**config.mk**
```make
export PLATFORM = sky130hd
export DESIGN_NAME = condition_and_task_flags
export DESIGN_NICKNAME = d
export VERILOG_FILES = /design/src/cond_flags_pkg.sv /design/src/flag_compare.sv /design/src/task_run_bank.sv /design/src/condition_and_task_flags.sv
export SDC_FILE = /design/constraint.sdc
export NUM_CORES = 1
export LEC_CHECK = 0
export ABC_AREA = 0
export BUFFER_PORTS_ARGS = -buffer_cell sky130_fd_sc_hd__buf_4
export CAP_MARGIN = 0
export CORE_MARGIN = 2
export CORE_UTILIZATION = 61
export CTS_CLUSTER_DIAMETER = 150
export DETAILED_ROUTE_END_ITERATION = 8
export GPL_ROUTABILITY_DRIVEN = 0
export PLACE_DENSITY = 0.88
export REMOVE_ABC_BUFFERS = 1
export SYNTH_ARGS = -nofsm -noshare
export SYNTH_HDL_FRONTEND = slang
export SYNTH_HIERARCHICAL = 1
export SYNTH_SLANG_ARGS = --single-unit
```
**constraint.sdc**
```tcl
create_clock -name mclk -period 4.5 [get_ports mclk]
set_clock_uncertainty 0.15 [all_clocks]
set_input_delay 0.9 -clock mclk [delete_from_list [all_inputs] [get_ports mclk]]
set_output_delay 0.9 -clock mclk [all_outputs]
set_load 0.05 [all_outputs]
```
**src/cond_flags_pkg.sv**
```systemverilog
// Shared types and constants for the condition and task flag block
package cond_flags_pkg;

  // ----------------------------------------------------------------
  // Widths and counts
  // ----------------------------------------------------------------
  localparam int DATA_W = 16;     // Datapath word width
  localparam int TASK_NUM = 32;   // Cyclic tasks 0 to 31
  localparam int TASK_ID_W = 5;   // Bits to number a cyclic task
  localparam int SIGN_POS = DATA_W - 1;  // Sign bit of a result word

  // ----------------------------------------------------------------
  // Instruction classes seen by the flag logic
  // ----------------------------------------------------------------
  typedef enum logic [2:0] {
    OP_NONE = 3'b000,  // Defines no flag effect
    OP_CMP  = 3'b001,  // Compare first operand against second
    OP_ADD  = 3'b010,  // Binary add
    OP_SUB  = 3'b011,  // Binary subtract
    OP_SHL  = 3'b100,  // Shift left one bit through carry
    OP_SHR  = 3'b101,  // Shift right one bit through carry
    OP_ZONE = 3'b110   // Check first operand against [b, c]
  } instr_op_t;

  // ----------------------------------------------------------------
  // Operating modes
  // ----------------------------------------------------------------
  typedef enum logic [1:0] {
    MODE_PROGRAM = 2'b00,
    MODE_MONITOR = 2'b01,
    MODE_RUN     = 2'b10
  } op_mode_t;

  // ----------------------------------------------------------------
  // Carriers
  // ----------------------------------------------------------------
  typedef struct packed {
    logic operand_fault;   // Operand data invalid
    logic illegal_access;  // Forbidden memory region touched
    logic carry;
    logic greater;
    logic equal;
    logic less;
    logic negative;
    logic too_large;       // Result above destination range
    logic too_small;       // Result below destination range
    logic greater_or_equal;
    logic unequal;
    logic at_most;
  } cond_flags_t;

  typedef struct packed {
    logic greater;
    logic equal;
    logic less;
  } cmp_res_t;

  typedef struct packed {
    logic valid;
    instr_op_t op;
    logic [DATA_W-1:0] a;
    logic [DATA_W-1:0] b;
    logic [DATA_W-1:0] c;          // Upper range limit for OP_ZONE
    logic operand_invalid;
    logic access_forbidden;
  } instr_t;

  typedef struct packed {
    logic valid;
    logic [TASK_ID_W-1:0] id;
    logic runnable;        // 1 = runnable, 0 = not started or waiting
    logic is_interrupt;    // Event comes from an interrupt task
  } task_event_t;

  // ----------------------------------------------------------------
  // Reset values
  // ----------------------------------------------------------------
  localparam cond_flags_t FLAGS_RST = '0;
  localparam logic [TASK_NUM-1:0] RUN_FLAGS_RST = '0;
  localparam op_mode_t MODE_RST = MODE_PROGRAM;
  localparam logic ALWAYS_ON_VAL = 1'b1;
  localparam logic ALWAYS_OFF_VAL = 1'b0;

endpackage

```
**src/flag_compare.sv**
```systemverilog
// Unsigned magnitude comparator feeding the relational flags
`timescale 1ns/1ps
module flag_compare
  import cond_flags_pkg::*;
(
  input wire logic [DATA_W-1:0] a,
  input wire logic [DATA_W-1:0] b,
  output cmp_res_t res
);

  // ----------------------------------------------------------------
  // Compare
  // ----------------------------------------------------------------
  // Exactly one of the three is high for any operand pair
  always_comb begin
    res.greater = (a > b);
    res.equal = (a == b);
    res.less = (a < b);
  end

endmodule

```
**src/task_run_bank.sv**
```systemverilog
// Bank of cyclic-task run flags, one flip-flop per task
`timescale 1ns/1ps
module task_run_bank
  import cond_flags_pkg::*;
(
  input wire logic mclk,
  input wire logic rst_n,
  input task_event_t ev,
  input wire logic clear_all,
  output logic [TASK_NUM-1:0] run_q
);

  // ----------------------------------------------------------------
  // Per-task flag
  // ----------------------------------------------------------------
  genvar i;
  generate
    for (i = 0; i < TASK_NUM; i++) begin : g_task
      logic run_d;  // Next state of this task's flag
      // Clear beats any same-cycle task event
      always_comb begin
        run_d = run_q[i];
        if (clear_all) begin
          run_d = 1'b0;  // [RULE3]
        end else if (ev.valid && !ev.is_interrupt &&  // [RULE2]
                     (ev.id == TASK_ID_W'(i))) begin
          run_d = ev.runnable;  // [RULE1]
        end
      end
      // Power-up leaves every task not started
      always_ff @(posedge mclk or negedge rst_n) begin
        if (!rst_n) begin
          run_q[i] <= RUN_FLAGS_RST[i];  // [RULE3]
        end else begin
          run_q[i] <= run_d;
        end
      end
    end
  endgenerate

endmodule

```
**src/condition_and_task_flags.sv**
```systemverilog
// Condition flags and cyclic-task run flags of the instruction processor
`timescale 1ns/1ps

// Overview of operation
// [RULE1] Thirty-two run flags follow cyclic task state
// [RULE2] Interrupt-task events never touch run flags
// [RULE3] Mode change or power-up clears run flags; code clears only on a program <-> run/monitor change, not monitor <-> run
// [RULE4] Force set and reset requests change nothing
// [RULE5] Direct flag writes ignored; results only
// [RULE6] Every task switch clears all condition flags
// [RULE7] Invalid operand sets fault, ends by error
// [RULE8] Stop-on-fault halts, sets instruction stop flag
// [RULE9] Forbidden access sets flag; may halt too
// [RULE10] Carry from arithmetic or shifted-out one
// [RULE11] Greater on larger first operand or above range
// [RULE12] Equal on identical operands or zero result
// [RULE13] Less on smaller first operand or below range
// [RULE14] Negative follows result sign bit
// [RULE15] Too-large when result exceeds destination
// [RULE16] Too-small when result below destination
// [RULE17] Greater-or-equal on larger or identical
// [RULE18] Unequal when operands differ
// [RULE19] At-most on smaller or identical
// [RULE20] Constant one and constant zero flags
// [RULE21] Save captures flags, load restores them
// [RULE22] Software samples flags right after producer
// [RULE23] Undefined effects leave flags unchanged
module condition_and_task_flags
  import cond_flags_pkg::*;
(
  input wire logic mclk,
  input wire logic rst_n,
  input instr_t instr,
  input wire logic stop_on_fault,
  input wire logic task_switch,
  input task_event_t task_ev,
  input op_mode_t mode,
  input wire logic memory_retain_bit,
  input wire logic force_req,
  input wire logic flag_write_req,
  input cond_flags_t flag_write_data,
  input wire logic save_req,
  input wire logic load_req,
  output cond_flags_t flags_q,
  output logic [TASK_NUM-1:0] run_flags_q,
  output logic halted_q,
  output logic instruction_fault_stop_flag_q,
  output logic access_fault_stop_flag_q,
  output logic error_end_q,
  output logic refused_q,
  output logic always_on_q,
  output logic always_off_q
);

  // ----------------------------------------------------------------
  // Declarations
  // ----------------------------------------------------------------
  cond_flags_t flags_d;     // Next condition flags
  cond_flags_t saved_q;     // Saved condition state
  cond_flags_t saved_d;
  op_mode_t mode_q;         // Mode seen last cycle
  logic halted_d;
  logic ifs_d;              // Next instruction fault stop flag
  logic afs_d;              // Next access fault stop flag
  logic err_end_d;
  logic refused_d;
  logic mode_flip;          // Program <-> run/monitor edge
  logic instr_go;           // Instruction allowed to touch flags
  logic carry_w;            // Carry/borrow/shifted-out bit
  logic [DATA_W-1:0] res_w; // Arithmetic or shift result
  logic ovf_w;              // Signed range exceeded
  cmp_res_t cmp_ab;         // a against b
  cmp_res_t cmp_ac;         // a against c, for range checks

  // ----------------------------------------------------------------
  // Comparators and run flags
  // ----------------------------------------------------------------
  flag_compare u_cmp_ab (
    .a(instr.a),
    .b(instr.b),
    .res(cmp_ab)
  );

  flag_compare u_cmp_ac (
    .a(instr.a),
    .b(instr.c),
    .res(cmp_ac)
  );

  // Interrupt events are filtered inside the bank
  task_run_bank u_run (
    .mclk(mclk),
    .rst_n(rst_n),
    .ev(task_ev),
    .clear_all(mode_flip),
    .run_q(run_flags_q)
  );

  // ----------------------------------------------------------------
  // Mode change detect
  // ----------------------------------------------------------------
  // Retain bit deliberately unused here: run flags clear regardless
  always_comb begin
    mode_flip = ((mode_q == MODE_PROGRAM) != (mode == MODE_PROGRAM));
  end

  // ----------------------------------------------------------------
  // Datapath result
  // ----------------------------------------------------------------
  always_comb begin
    carry_w = 1'b0;
    res_w = '0;
    ovf_w = 1'b0;
    case (instr.op)
      OP_ADD: begin
        {carry_w, res_w} = {1'b0, instr.a} + {1'b0, instr.b};
        ovf_w = (instr.a[SIGN_POS] == instr.b[SIGN_POS]) &&
                (res_w[SIGN_POS] != instr.a[SIGN_POS]);
      end
      OP_SUB: begin
        {carry_w, res_w} = {1'b0, instr.a} - {1'b0, instr.b};
        ovf_w = (instr.a[SIGN_POS] != instr.b[SIGN_POS]) &&
                (res_w[SIGN_POS] != instr.a[SIGN_POS]);
      end
      OP_SHL: begin
        {carry_w, res_w} = {instr.a, 1'b0};
      end
      OP_SHR: begin
        {res_w, carry_w} = {1'b0, instr.a};
      end
      default: begin
        res_w = '0;  // No result word
      end
    endcase
  end

  // ----------------------------------------------------------------
  // Next condition flags and fault state
  // ----------------------------------------------------------------
  // A halted processor executes nothing more until a change into or out of program mode
  always_comb begin
    instr_go = instr.valid && !halted_q;
    flags_d = flags_q;
    saved_d = saved_q;
    halted_d = halted_q;
    ifs_d = instruction_fault_stop_flag_q;
    afs_d = access_fault_stop_flag_q;
    err_end_d = 1'b0;
    // Requests to force or write flags are only acknowledged
    refused_d = force_req || flag_write_req;  // [RULE4] [RULE5]
    if (save_req) begin
      saved_d = flags_q;  // [RULE21]
    end
    if (mode_flip) begin
      halted_d = 1'b0;  // Restart releases the stop
      ifs_d = 1'b0;
      afs_d = 1'b0;
    end
    if (task_switch) begin
      flags_d = FLAGS_RST;  // [RULE6]
    end else if (load_req) begin
      flags_d = saved_q;  // [RULE21]
    end else if (instr_go) begin
      if (instr.operand_invalid) begin
        flags_d.operand_fault = 1'b1;  // [RULE7]
        err_end_d = 1'b1;  // [RULE7]
        if (stop_on_fault) begin
          halted_d = 1'b1;  // [RULE8]
          ifs_d = 1'b1;  // [RULE8]
        end
      end else if (instr.access_forbidden) begin
        flags_d.illegal_access = 1'b1;  // [RULE9]
        err_end_d = 1'b1;
        if (stop_on_fault) begin
          halted_d = 1'b1;  // [RULE9]
          afs_d = 1'b1;  // [RULE9]
        end
      end else begin
        case (instr.op)
          OP_CMP: begin
            flags_d.greater = cmp_ab.greater;  // [RULE11]
            flags_d.equal = cmp_ab.equal;  // [RULE12]
            flags_d.less = cmp_ab.less;  // [RULE13]
            flags_d.greater_or_equal = !cmp_ab.less;  // [RULE17]
            flags_d.unequal = !cmp_ab.equal;  // [RULE18]
            flags_d.at_most = !cmp_ab.greater;  // [RULE19]
          end
          OP_ZONE: begin
            // Within [b, c] reads as equal
            flags_d.greater = cmp_ac.greater;  // [RULE11]
            flags_d.less = cmp_ab.less;  // [RULE13]
            flags_d.equal = !cmp_ac.greater && !cmp_ab.less;
          end
          OP_ADD, OP_SUB: begin
            flags_d.carry = carry_w;  // [RULE10]
            flags_d.equal = (res_w == '0);  // [RULE12]
            flags_d.negative = res_w[SIGN_POS];  // [RULE14]
            flags_d.too_large = ovf_w && !instr.a[SIGN_POS];  // [RULE15]
            flags_d.too_small = ovf_w && instr.a[SIGN_POS];  // [RULE16]
          end
          OP_SHL, OP_SHR: begin
            flags_d.carry = carry_w;  // [RULE10]
            flags_d.equal = (res_w == '0);  // [RULE12]
            flags_d.negative = res_w[SIGN_POS];  // [RULE14]
          end
          default: begin
            flags_d = flags_q;  // [RULE23]
          end
        endcase
      end
    end
  end

  // ----------------------------------------------------------------
  // Registers
  // ----------------------------------------------------------------
  // Power-up clears all state except always_on_q, which loads 1; constants are flops so outputs are clean
  always_ff @(posedge mclk or negedge rst_n) begin
    if (!rst_n) begin
      flags_q <= FLAGS_RST;
      saved_q <= FLAGS_RST;
      mode_q <= MODE_RST;
      halted_q <= 1'b0;
      instruction_fault_stop_flag_q <= 1'b0;
      access_fault_stop_flag_q <= 1'b0;
      error_end_q <= 1'b0;
      refused_q <= 1'b0;
      always_on_q <= ALWAYS_ON_VAL;  // [RULE20]
      always_off_q <= ALWAYS_OFF_VAL;  // [RULE20]
    end else begin
      flags_q <= flags_d;
      saved_q <= saved_d;
      mode_q <= mode;
      halted_q <= halted_d;
      instruction_fault_stop_flag_q <= ifs_d;
      access_fault_stop_flag_q <= afs_d;
      error_end_q <= err_end_d;
      refused_q <= refused_d;
      always_on_q <= ALWAYS_ON_VAL;  // [RULE20]
      always_off_q <= ALWAYS_OFF_VAL;  // [RULE20]
    end
  end

  logic plain_go;  // Instruction with valid operands, no switch/load
  assign plain_go = instr_go && !task_switch && !load_req &&
                    !instr.operand_invalid && !instr.access_forbidden;
endmodule

```
== After elaboration in Yosys (flattened, before gate mapping) ==
Index checks and enable logic that the tools add are counted.

* Bits in registers: 63
* Input port bits: 85
* Output and inout bits: 51
* Logic and storage cells: 321

* Add/subtract/negate cells: 2
* Magnitude comparators: 3
* Eq/ne operators: 45
* Multiplexer cells: 106
* Reductions and logical operators: 103

{| class="wikitable"
|+ Operators by type and width
! operator !! count
|-
| $mux 1 || 94
|-
| $eq 5x5->1 const B || 16
|-
| $pmux 16 s4 || 1
|-
| $reduce_bool 2->1 || 32
|-
| $eq 5x4->1 const B || 8
|-
| $logic_and 1x1->1 || 39
|-
| $mux 12 || 3
|-
| $gt 16x16->1 || 2
|-
| $reduce_and 4->1 || 6
|-
| $reduce_bool 3->1 || 7
|-
| $eq 5x3->1 const B || 4
|-
| $add 16x16->17 || 1
|-
| $sub 16x16->17 || 1
|-
| $eq 16x16->1 || 1
|-
| $logic_not 16->1 || 1
|-
| $lt 16x16->1 || 1
|-
| $mux 11 || 1
|-
| $eq 5x2->1 const B || 2
|-
| $mux 10 || 1
|-
| $eq 3x3->1 const B || 3
|-
| $logic_not 1->1 || 7
|-
| $eq 3x2->1 const B || 2
|-
| $ne 3x1->1 const B || 2
|-
| $eq 5x1->1 const B || 1
|-
| other kinds (17) || 23
|}

== Depth between registers and ports, before layout ==
Gate-level depths: netlist (run 1).

* Word-level depth: 11
* Gate-level depth with buffers: 13
* Mapped depth without buffers: 13

== Cells and area by module ==
The synthesis (run 1) kept the hierarchy.

{| class="wikitable"
|+ Modules (own cells, without submodules)
! module !! instances !! cells each !! area an instance (sq um) !! seq. area each (sq um)
|-
| condition_and_task_flags || 1 || 470 || 3602.2 || 775.7
|-
| task_run_bank || 1 || 160 || 1773.0 || 800.8
|-
| flag_compare || 2 || 59 || 436.7 || 0.0
|}

== Worst setup path before layout (run 1) ==
No wires, ideal clock.

* Path type: input -> register
* Start: input instr[18] in the netlist's numbering
* End: register flags_q[7] in the netlist's numbering
* Library setup time: 0.080 ns
* Arrival time: 3.266 ns
* Data required time: 4.270 ns
* Slack: 1.003 ns
* Stages: 12
* Buffers on the path: 0
* Path through: ha_1 inv_1 fa_1 or2_1 a221oi_1 o311a_1 o21ai_1 or3_1 a2111oi_2 nor2_1 o31a_1 nor3_2

* Word-level cells in the longest chain between the ends: 9
* Elaborated cells on any way between the ends: 14
* Those cells by class: add/sub (2); order compare (1); eq/ne (1); mux (7); reduce/logical (3)

{| class="wikitable"
|+ RTL lines
! what !! RTL line !! source
|-
| start: declaration || condition_and_task_flags.sv:33 || <nowiki>input instr_t instr,</nowiki>
|-
| $sub 16x16->17, or another cell as far along || condition_and_task_flags.sv:121 || <nowiki>{carry_w, res_w} = {1'b0, instr.a} - {1'b0, instr.b};</nowiki>
|-
| $pmux 16 s4 / $logic_not 1->1 (equally long branches) || condition_and_task_flags.sv:114, condition_and_task_flags.sv:192 ||
|-
| $logic_not 16->1 / $logic_and 1x1->1 (equally long branches) || condition_and_task_flags.sv:196, condition_and_task_flags.sv:203, condition_and_task_flags.sv:192 ||
|-
| $pmux 1 s3 * || condition_and_task_flags.sv:179 || <nowiki>case (instr.op)</nowiki>
|-
| $mux 10 * || condition_and_task_flags.sv:171 || <nowiki>end else if (instr.access_forbidden) begin</nowiki>
|-
| $mux 11 * || condition_and_task_flags.sv:164 || <nowiki>if (instr.operand_invalid) begin</nowiki>
|-
| $mux 12 * || condition_and_task_flags.sv:163 || <nowiki>end else if (instr_go) begin</nowiki>
|-
| $mux 12 * || condition_and_task_flags.sv:161 || <nowiki>end else if (load_req) begin</nowiki>
|-
| $mux 12 * || condition_and_task_flags.sv:159 || <nowiki>if (task_switch) begin</nowiki>
|-
| end signal: assignment || condition_and_task_flags.sv:231 || <nowiki>flags_q <= flags_d;</nowiki>
|-
| end: declaration || condition_and_task_flags.sv:44 || <nowiki>output cond_flags_t flags_q,</nowiki>
|}

Every way passes the cells marked *; elsewhere a longest branch is shown, timed or not. The select of a mux whose other input is x is not followed.
A chain may end at the register's enable or synchronous reset.

== Worst setup path in the final report (run 1) ==
* Start: input instr[34] in the netlist's numbering
* End: register flags_q[7] in the netlist's numbering

* Word-level cells in the longest chain between the ends: 9
* Elaborated cells on any way between the ends: 16
* Those cells by class: add/sub (2); order compare (2); eq/ne (1); mux (7); reduce/logical (4)

{| class="wikitable"
|+ RTL lines
! what !! RTL line
|-
| $sub 16x16->17, or another cell as far along || condition_and_task_flags.sv:121
|-
| $pmux 16 s4 / $logic_not 1->1 (equally long branches) || condition_and_task_flags.sv:114, condition_and_task_flags.sv:192
|-
| $logic_not 16->1 / $logic_and 1x1->1 (equally long branches) || condition_and_task_flags.sv:196, condition_and_task_flags.sv:203, condition_and_task_flags.sv:192
|-
| $pmux 1 s3 * || condition_and_task_flags.sv:179
|-
| $mux 10 * || condition_and_task_flags.sv:171
|-
| $mux 11 * || condition_and_task_flags.sv:164
|-
| $mux 12 * || condition_and_task_flags.sv:163
|-
| $mux 12 * || condition_and_task_flags.sv:161
|-
| $mux 12 * || condition_and_task_flags.sv:159
|}

Marks and branches as above.

==> results of run 1 <==
final cells by class:
class,count,area [sq um]
clock buffers,9,124
clock inverters,7,73.8
fillers,721,2580
inverters,74,278
multi-input cells,571,4170
flip-flops and latches,63,1580
well taps,133,166
repair buffers,120,901
worst paths after layout:
kind	end	slack, ps	depth (start not counted)
max in group asynchronous	flags_q[8]	3180	1
min in group asynchronous	u_run/run_q[27]	470	1
max reg2reg	u_run/run_q[6]	1770	5
min reg2reg	instruction_fault_stop_flag_q	340	2
max	flags_q[7]	770	13
min	instruction_fault_stop_flag_q	340	2
state kept, by name (all words and copies together) (netlist names):
name / flops
refused_q: 1
halted_q: 1
mode_q: 2
error_end_q: 1
access_fault_stop_flag_q: 1
instruction_fault_stop_flag_q: 1
u_run/run_q: 32
flags_q: 12
saved_q: 12
per-layer routing:
layer / GRT usage, % / vias to the layer above
met2: 54.3 / 316
met5: 0 / -
met1: 39.9 / 2935
met4: 7.33 / 0
li1: - / 2847
met3: 4.43 / 50
power by group through the flow:
stage	Sequential, mW	Combinational [mW]	Clock [mW]
floorplan	0.660	0.348	0
global route	0.610	0.676	0.521
detailed placement	0.617	0.605	0
global placement	0.615	0.581	0
finish	0.607	0.622	0.491
CTS	0.606	0.609	0.493
worst max-delay path, delay by kind of cell:
family | cells | cell delay, ps
buffers and inverters | 2 | 180
AOI/OAI and AO/OA | 4 | 1220
and+or+nand+nor | 5 | 980
adders and majority gates | 2 | 580
cell usage in the layout (no fill, tap or decap), types with 5 or more instances in the layout:
master and count:
buf_4 120, inv_1 73, ha_1 66, nand2_1 65, dfrtp_1 63, nor2_1 52
a21oi_1 43, nand2b_1 42, mux2i_1 38, o21ai_0 23, nor2b_1 17, nand4_1 14
nor3_1 13, nor4_1 13, nand3_1 12, mux2_2 12, o31ai_1 10, a21o_1 10
clkbuf_8 9, o211ai_1 8, xnor2_1 6, a211oi_1 6, or3_1 6, a2111oi_0 5
nand3b_1 5
==> flow_summary.json, run 1 <==
{
  "max_freq_mhz": 268,
  "ys_warn_count": 6,
  "ant_nets": 0,
  "dpl-instance-area_sq_um": 7090,
  "totalWireLength_mm": 16.9,
  "crit_path_start": "instr[34]",
  "slew_headroom_pct": 24.0,
  "clkSinkCount": 63,
  "worst_slack_ps": 767,
  "postCtsSetupRepairBufs": 0,
  "area_delta_synth_final_pct": 16.8,
  "dr.first_iter.drc_count": 766,
  "start_util_pct": 63.3,
  "whs_ps": 337,
  "crit_type": "in2reg",
  "switching_power_uw": 634,
  "pwr_density_cell_nw_per_um2": 236,
  "finalSetupViolCount": 0,
  "cap_violations": 0,
  "final_cells": 977,
  "cpPeakStageDelay_ps": 470,
  "cp_max_fo": 6,
  "vias": 6148,
  "layout-drive-gt1-share_pct": 20.4,
  "place_inst": 961,
  "fin_crit_sh_pct": 83.0,
  "chipWidth_um": 105,
  "dr.max_layer_used": "met4",
  "grt_max_degree": 64,
  "min-delay-start": "instruction_fault_stop_flag_q",
  "total_power_mw": 1.72,
  "drc_errors": 0,
  "io-pin-count": 136,
  "r2r_start": "mode_q[1]",
  "crit_required_ps": 4620,
  "power_leakage_nw": 3.75,
  "place_hpwl_mm": 12.6,
  "critPathSlowestCell": "a2111oi_0",
  "h-tree-depth": 3,
  "synth_area_sq_um": 6240,
  "run_status": "completed",
  "slew_viol_final": 0,
  "tightest_slew_ps": 1140,
  "p_clk_share_pct": 28.5,
  "p_seq_share_pct": 35.3,
  "finalHoldViolCount": 0,
  "final.setup.tns_ps": 0,
  "design_area_sq_um": 7290,
  "worstPathCellList": "buf_4 > ha_1 > inv_1 > fa_1 > or2_1 > a2111oi_0 > o311ai_1 > nor4_1 > nand4_1 > a2111oi_2 > nor2_1 > o31a_1 > nor3_2",
  "crit_arrival_ps": 3850,
  "cts.hold.buffers_added": 0,
  "synthCells": 746,
  "period_needed_ps": 3730,
  "cts_tree": "yes",
  "swShare_pct": 36.9,
  "avgSynthCellArea_sq_um": 8.36,
  "vias_per_cell": 6.29,
  "grt_pass1_vias": 5976,
  "rsz0062_at_grt": "false",
  "route.met2.wl_mm": 8.45,
  "end_kind": "register",
  "port-buffer-count": 120,
  "dr.pass1.iters": 5,
  "worstSetupStartpointType": "input port",
  "grt_usage_pct": 30.9,
  "final_util_pct": 73.9,
  "nets": 992,
  "met3WireLength_mm": 1.16,
  "drt-met1-wl_mm": 6.96,
  "hold_class": "reg2reg",
  "cts_root_buf": "clkbuf_8",
  "die_y_um": 105,
  "diodes": 0,
  "row_count": 36,
  "p_int_mw": 1.09,
  "grt_first_pass_wirelength_mm": 28.3,
  "cts_resized": 0,
  "core_sq_um": 9860,
  "wl_per_cell_um": 17.3,
  "clkSlewWorstSetupHoldPaths_ps": 80,
  "worst_skew_pair.late_latency_ps": 340,
  "peakVddDrop_mv": 0.216,
  "overflow": 0,
  "preCtsSetupSlack_ps": 515,
  "comb_power_share_pct": 36.2,
  "die_area_sq_um": 11100,
  "antenna_found_initial": 0,
  "cts_buffer_depth": 2,
  "numCtsBuffers": 9
}
Note: power is estimated with default switching activity, not from simulation.
==> run 2: changes to the inputs <==
- CORE_UTILIZATION: 61 -> 56
- PLACE_DENSITY: 0.88 -> 0.82
- clock period: 4.5 -> 3.5 ns (I/O delays scaled with it)
==> flow_summary.json, run 2 (synthesized netlist as in run 1, its figures left out) <==
{
  "cp_max_fo": 3,
  "nets": 1039,
  "largest-register": "u_run/run_q",
  "worst_slack_ps": 97.4,
  "cpPeakStageDelay_ps": 400,
  "fin_crit_sh_pct": 97.2,
  "antenna_found_initial": 0,
  "p_seq_share_pct": 32.2,
  "core_sq_um": 10800,
  "layout-drive-gt1-share_pct": 24.8,
  "mostFrequentLayoutCells": "buf_4, inv_1, ha_1",
  "ant_nets": 0,
  "cts_buffer_depth": 2,
  "cap_violations": 0,
  "clkSlewWorstSetupHoldPaths_ps": 80,
  "area_delta_synth_final_pct": 23.7,
  "grt_max_degree": 64,
  "switching_power_uw": 831,
  "finalSetupViolCount": 0,
  "p_int_mw": 1.59,
  "rsz0062_at_grt": "false",
  "port-buffer-count": 120,
  "crit_required_ps": 3610,
  "drc_errors": 0,
  "h-tree-depth": 3,
  "cts_root_buf": "clkbuf_8",
  "io-pin-count": 136,
  "preCtsSetupSlack_ps": -367,
  "r2r_cells": 8,
  "hold_class": "in2async",
  "tightest_slew_ps": 778,
  "top_regs": "u_run/run_q (32), flags_q (12), saved_q (12)",
  "pwr_density_cell_nw_per_um2": 314,
  "p_clk_share_pct": 32.0,
  "r2r_setup_slack_ps": 1320,
  "slew_viol_final": 0,
  "critPathSlowestCell": "or3_1",
  "slew_headroom_pct": 48.2,
  "crit_buf_inv": 3,
  "grt_pass1_vias": 6047,
  "layout_commonest_cell": "buf_4",
  "die_y_um": 110,
  "worstPathCellList": "buf_4 > ha_1 > inv_1 > fa_1 > or2_1 > a221oi_2 > buf_4 > o311a_1 > o21ai_1 > or3_1 > a2111oi_4 > nor2_1 > o31a_1 > nor3_2",
  "overflow": 0,
  "final.setup.tns_ps": 0,
  "power_leakage_nw": 4.01,
  "clkSinkCount": 63,
  "total_power_mw": 2.42,
  "place_hpwl_mm": 13.4,
  "grt_first_pass_wirelength_mm": 28.1,
  "end_kind": "register",
  "diodes": 0,
  "wl_per_cell_um": 16.7,
  "worst_skew_pair.late_latency_ps": 330,
  "start_util_pct": 57.6,
  "swShare_pct": 34.3,
  "path_delay_family": "compound AO/OA/AOI/OAI gates",
  "fill_cells": 848,
  "chipWidth_um": 110,
  "cp.depth": 14,
  "finalHoldViolCount": 0,
  "period_needed_ps": 3400,
  "crit_arrival_ps": 3510,
  "die_area_sq_um": 12000,
  "worst_path_most_repeated_cell": "buf_4",
  "totalWireLength_mm": 17.2,
  "vias": 6187,
  "largest_reg_flops": 32,
  "peakVddDrop_mv": 0.259,
  "vias_per_cell": 6.00,
  "dr.first_iter.drc_count": 461,
  "grt_usage_pct": 29.4,
  "run_status": "completed",
  "comb_power_share_pct": 35.8,
  "crit_type": "in2reg",
  "cts_tree": "yes",
  "max_freq_mhz": 294,
  "worstSetupStartpointType": "input port",
  "row_count": 38,
  "dr.pass1.iters": 5,
  "numCtsBuffers": 9
}
==> run 2: timing repair <==
action / 4_1_cts / 5_1_grt
setup buffers: 0 / 0
pin swaps: 0 / 1
resized for setup: 1 / 4
hold buffers: 0 / 0
setup endpoints to repair: 1 / 1
==> run 2: metrics by stage <==
| stage | cell area, sq um | hold slack (ps) | instances | util, % |
|---|---|---|---|---|
| after floorplan | 6020 | 254 | 708 | - |
| after global placement | 7450 | 320 | 1015 | 68.7 |
| after detailed placement | 7450 | 333 | 1015 | 68.7 |
| after CTS | 7700 | 304 | 1031 | 71.0 |
| after global routing | 7720 | 307 | 1031 | 71.2 |
| final | 7720 | 284 | 1031 | 71.2 |
==> run 2: power groups by stage <==
stage / registers [mW] / clock network, mW / logic, mW
CTS: 0.779 / 0.792 / 0.850
global route: 0.784 / 0.820 / 0.951
detailed placement: 0.793 / 0 / 0.845
finish: 0.780 / 0.776 / 0.868
global placement: 0.791 / 0 / 0.816
floorplan: 0.848 / 0 / 0.447
==> run 2: final cells by class <==
type	count	area, sq um	share of cell area (%)
flip-flops and latches	63	1580	20.4
well taps	140	175	2.27
repair buffers	167	1250	16.2
clock inverters	7	121	1.57
clock buffers	9	124	1.60
inverters	74	278	3.60
multi-input cells	571	4190	54.3
==> run 2: final timing paths <==
path	to	from
worst min register to register	instruction_fault_stop_flag_q	instruction_fault_stop_flag_q
min in group mclk	mode_q[0]	mode[0]
worst max register to register	flags_q[7]	halted_q
max in group asynchronous	saved_q[7]	rst_n
worst min-delay path	u_run/run_q[25]	rst_n
worst max-delay path	flags_q[7]	instr[18]
==> run 2: metal layers <==
metal	share of wire (%)	track usage (%)	vias to the layer above	wire (um)
li1	-	-	2946	-
met1	43	37.9	2959	7350
met2	48	49.9	244	8350
met3	6.7	6.16	38	1160
met4	2.2	8.05	0	377
met5	0	0	-	0
==> run 3: changes to the inputs <==
- CORE_MARGIN: 2 -> 3
- CTS_CLUSTER_DIAMETER: 150 -> default
==> flow_summary.json, run 3 (synthesized netlist as in run 1, its figures left out) <==
{
  "worstPathCellList": "buf_4 > ha_1 > inv_1 > fa_1 > or2_1 > a221oi_1 > buf_4 > o311a_1 > o21ai_1 > or3_1 > a2111oi_4 > nor2_1 > o31a_1 > nor3_2",
  "area_delta_synth_final_pct": 23.8,
  "finalHoldViolCount": 0,
  "cts_tree": "yes",
  "crit_type": "in2reg",
  "cts.hold.buffers_added": 0,
  "io-pin-count": 136,
  "cts_root_buf": "clkbuf_8",
  "die_y_um": 112,
  "diodes": 0,
  "chipWidth_um": 112,
  "slew_headroom_pct": 46.5,
  "run_status": "completed",
  "worstSetupStartpointType": "input port",
  "peakVddDrop_mv": 0.353,
  "power_leakage_nw": 4.01,
  "cts_buffer_depth": 2,
  "cp_max_fo": 3,
  "largest_reg_flops": 32,
  "period_needed_ps": 3480,
  "dr.first_iter.drc_count": 561,
  "hold_class": "in2async",
  "overflow": 0,
  "postCtsSetupRepairBufs": 0,
  "nets": 1039,
  "fin_crit_sh_pct": 99.4,
  "clkSinkCount": 63,
  "ant_nets": 0,
  "core_sq_um": 10600,
  "mostFrequentLayoutCells": "buf_4, inv_1, ha_1",
  "clkSlewWorstSetupHoldPaths_ps": 80,
  "worst_path_most_repeated_cell": "buf_4",
  "end_kind": "register",
  "grt_first_pass_wirelength_mm": 28.9,
  "crit_arrival_ps": 3590,
  "grt_usage_pct": 27.4,
  "vias_per_cell": 6.03,
  "crit_required_ps": 3610,
  "final_util_pct": 73.2,
  "die_area_sq_um": 12400,
  "largest-register": "u_run/run_q",
  "max_freq_mhz": 288,
  "finalSetupViolCount": 0,
  "totalWireLength_mm": 17.5,
  "fill_cells": 791,
  "worst_skew_pair.late_latency_ps": 330,
  "layout-drive-gt1-share_pct": 24.8,
  "tightest_slew_ps": 802,
  "pwr_density_cell_nw_per_um2": 315,
  "top_regs": "u_run/run_q (32), flags_q (12), saved_q (12)",
  "wl_per_cell_um": 17.0,
  "row_count": 37,
  "critPathSlowestCell": "fa_1",
  "antenna_found_initial": 0,
  "numCtsBuffers": 9,
  "port-buffer-count": 120,
  "layout_commonest_cell": "buf_4",
  "grt_pass1_vias": 6093,
  "dr.pass1.iters": 5,
  "cts_resized": 0,
  "total_power_mw": 2.43,
  "start_util_pct": 59.1,
  "cpPeakStageDelay_ps": 400,
  "grt_max_degree": 64,
  "slew_viol_final": 0,
  "cap_violations": 0,
  "drc_errors": 0,
  "h-tree-depth": 3,
  "vias": 6195,
  "place_hpwl_mm": 13.4
}
run 3: cell counts in the layout (fill, tap and decap cells not counted):
No cell type changed its count.
run 3: final timing paths:
path,slack [ps],to,from,cells after the start
worst max-delay path,20,flags_q[7],instr[18],14
worst min register to register,340,instruction_fault_stop_flag_q,instruction_fault_stop_flag_q,2
max in group asynchronous,2370,u_run/run_q[0],rst_n,1
worst min-delay path,280,u_run/run_q[27],rst_n,1
worst max register to register,1280,u_run/run_q[4],mode_q[1],6
min in group mclk,330,mode_q[1],mode[1],1
run 3: report_power, final:
| part | switching (mW) | internal [mW] |
|---|---|---|
| Combinational | 0.514 | 0.360 |
| Sequential | 0.0216 | 0.759 |
| Clock | 0.306 | 0.476 |
run 3: worst max-delay path, delay by kind of cell:
| kind | cells | cell delay [ps] |
|---|---|---|
| compound gates | 5 | 1090 |
| fa+ha+maj | 2 | 580 |
| buf+inv | 3 | 340 |
| simple gates | 4 | 870 |
run 3: final cells by class:
| cell class | instances | area [sq um] | area share (%) |
|---|---|---|---|
| Clock inverter | 7 | 121 | 1.57 |
| Tap cell | 136 | 170 | 2.20 |
| Sequential cell | 63 | 1580 | 20.4 |
| Inverter | 74 | 278 | 3.59 |
| Timing Repair Buffer | 167 | 1250 | 16.2 |
| Multi-Input combinational cell | 571 | 4200 | 54.4 |
| Clock buffer | 9 | 124 | 1.60 |
run 3: through the flow:
stage / std cells / cell area, sq um / setup TNS (ps) / setup slack [ps] / hold WS [ps]
5_1_grt: 1027 / 7730 / -13.1 / -13.1 / 310
3_3_place_gp: 1011 / 7440 / -304 / -279 / 320
2_1_floorplan: 708 / 6020 / 0 / 203 / 254
3_5_place_dp: 1011 / 7440 / -410 / -347 / 335
6_report: 1027 / 7730 / 0 / 22.1 / 281
4_1_cts: 1027 / 7690 / 0 / 13.5 / 312
run 3: routing by layer:
layer	share of wire, %	vias to the layer above	global-route usage, %
li1	-	2939	-
met1	42	2910	35.7
met2	48	300	45.7
met3	7.2	46	5.54
met4	2.7	0	8.84
met5	0	-	0
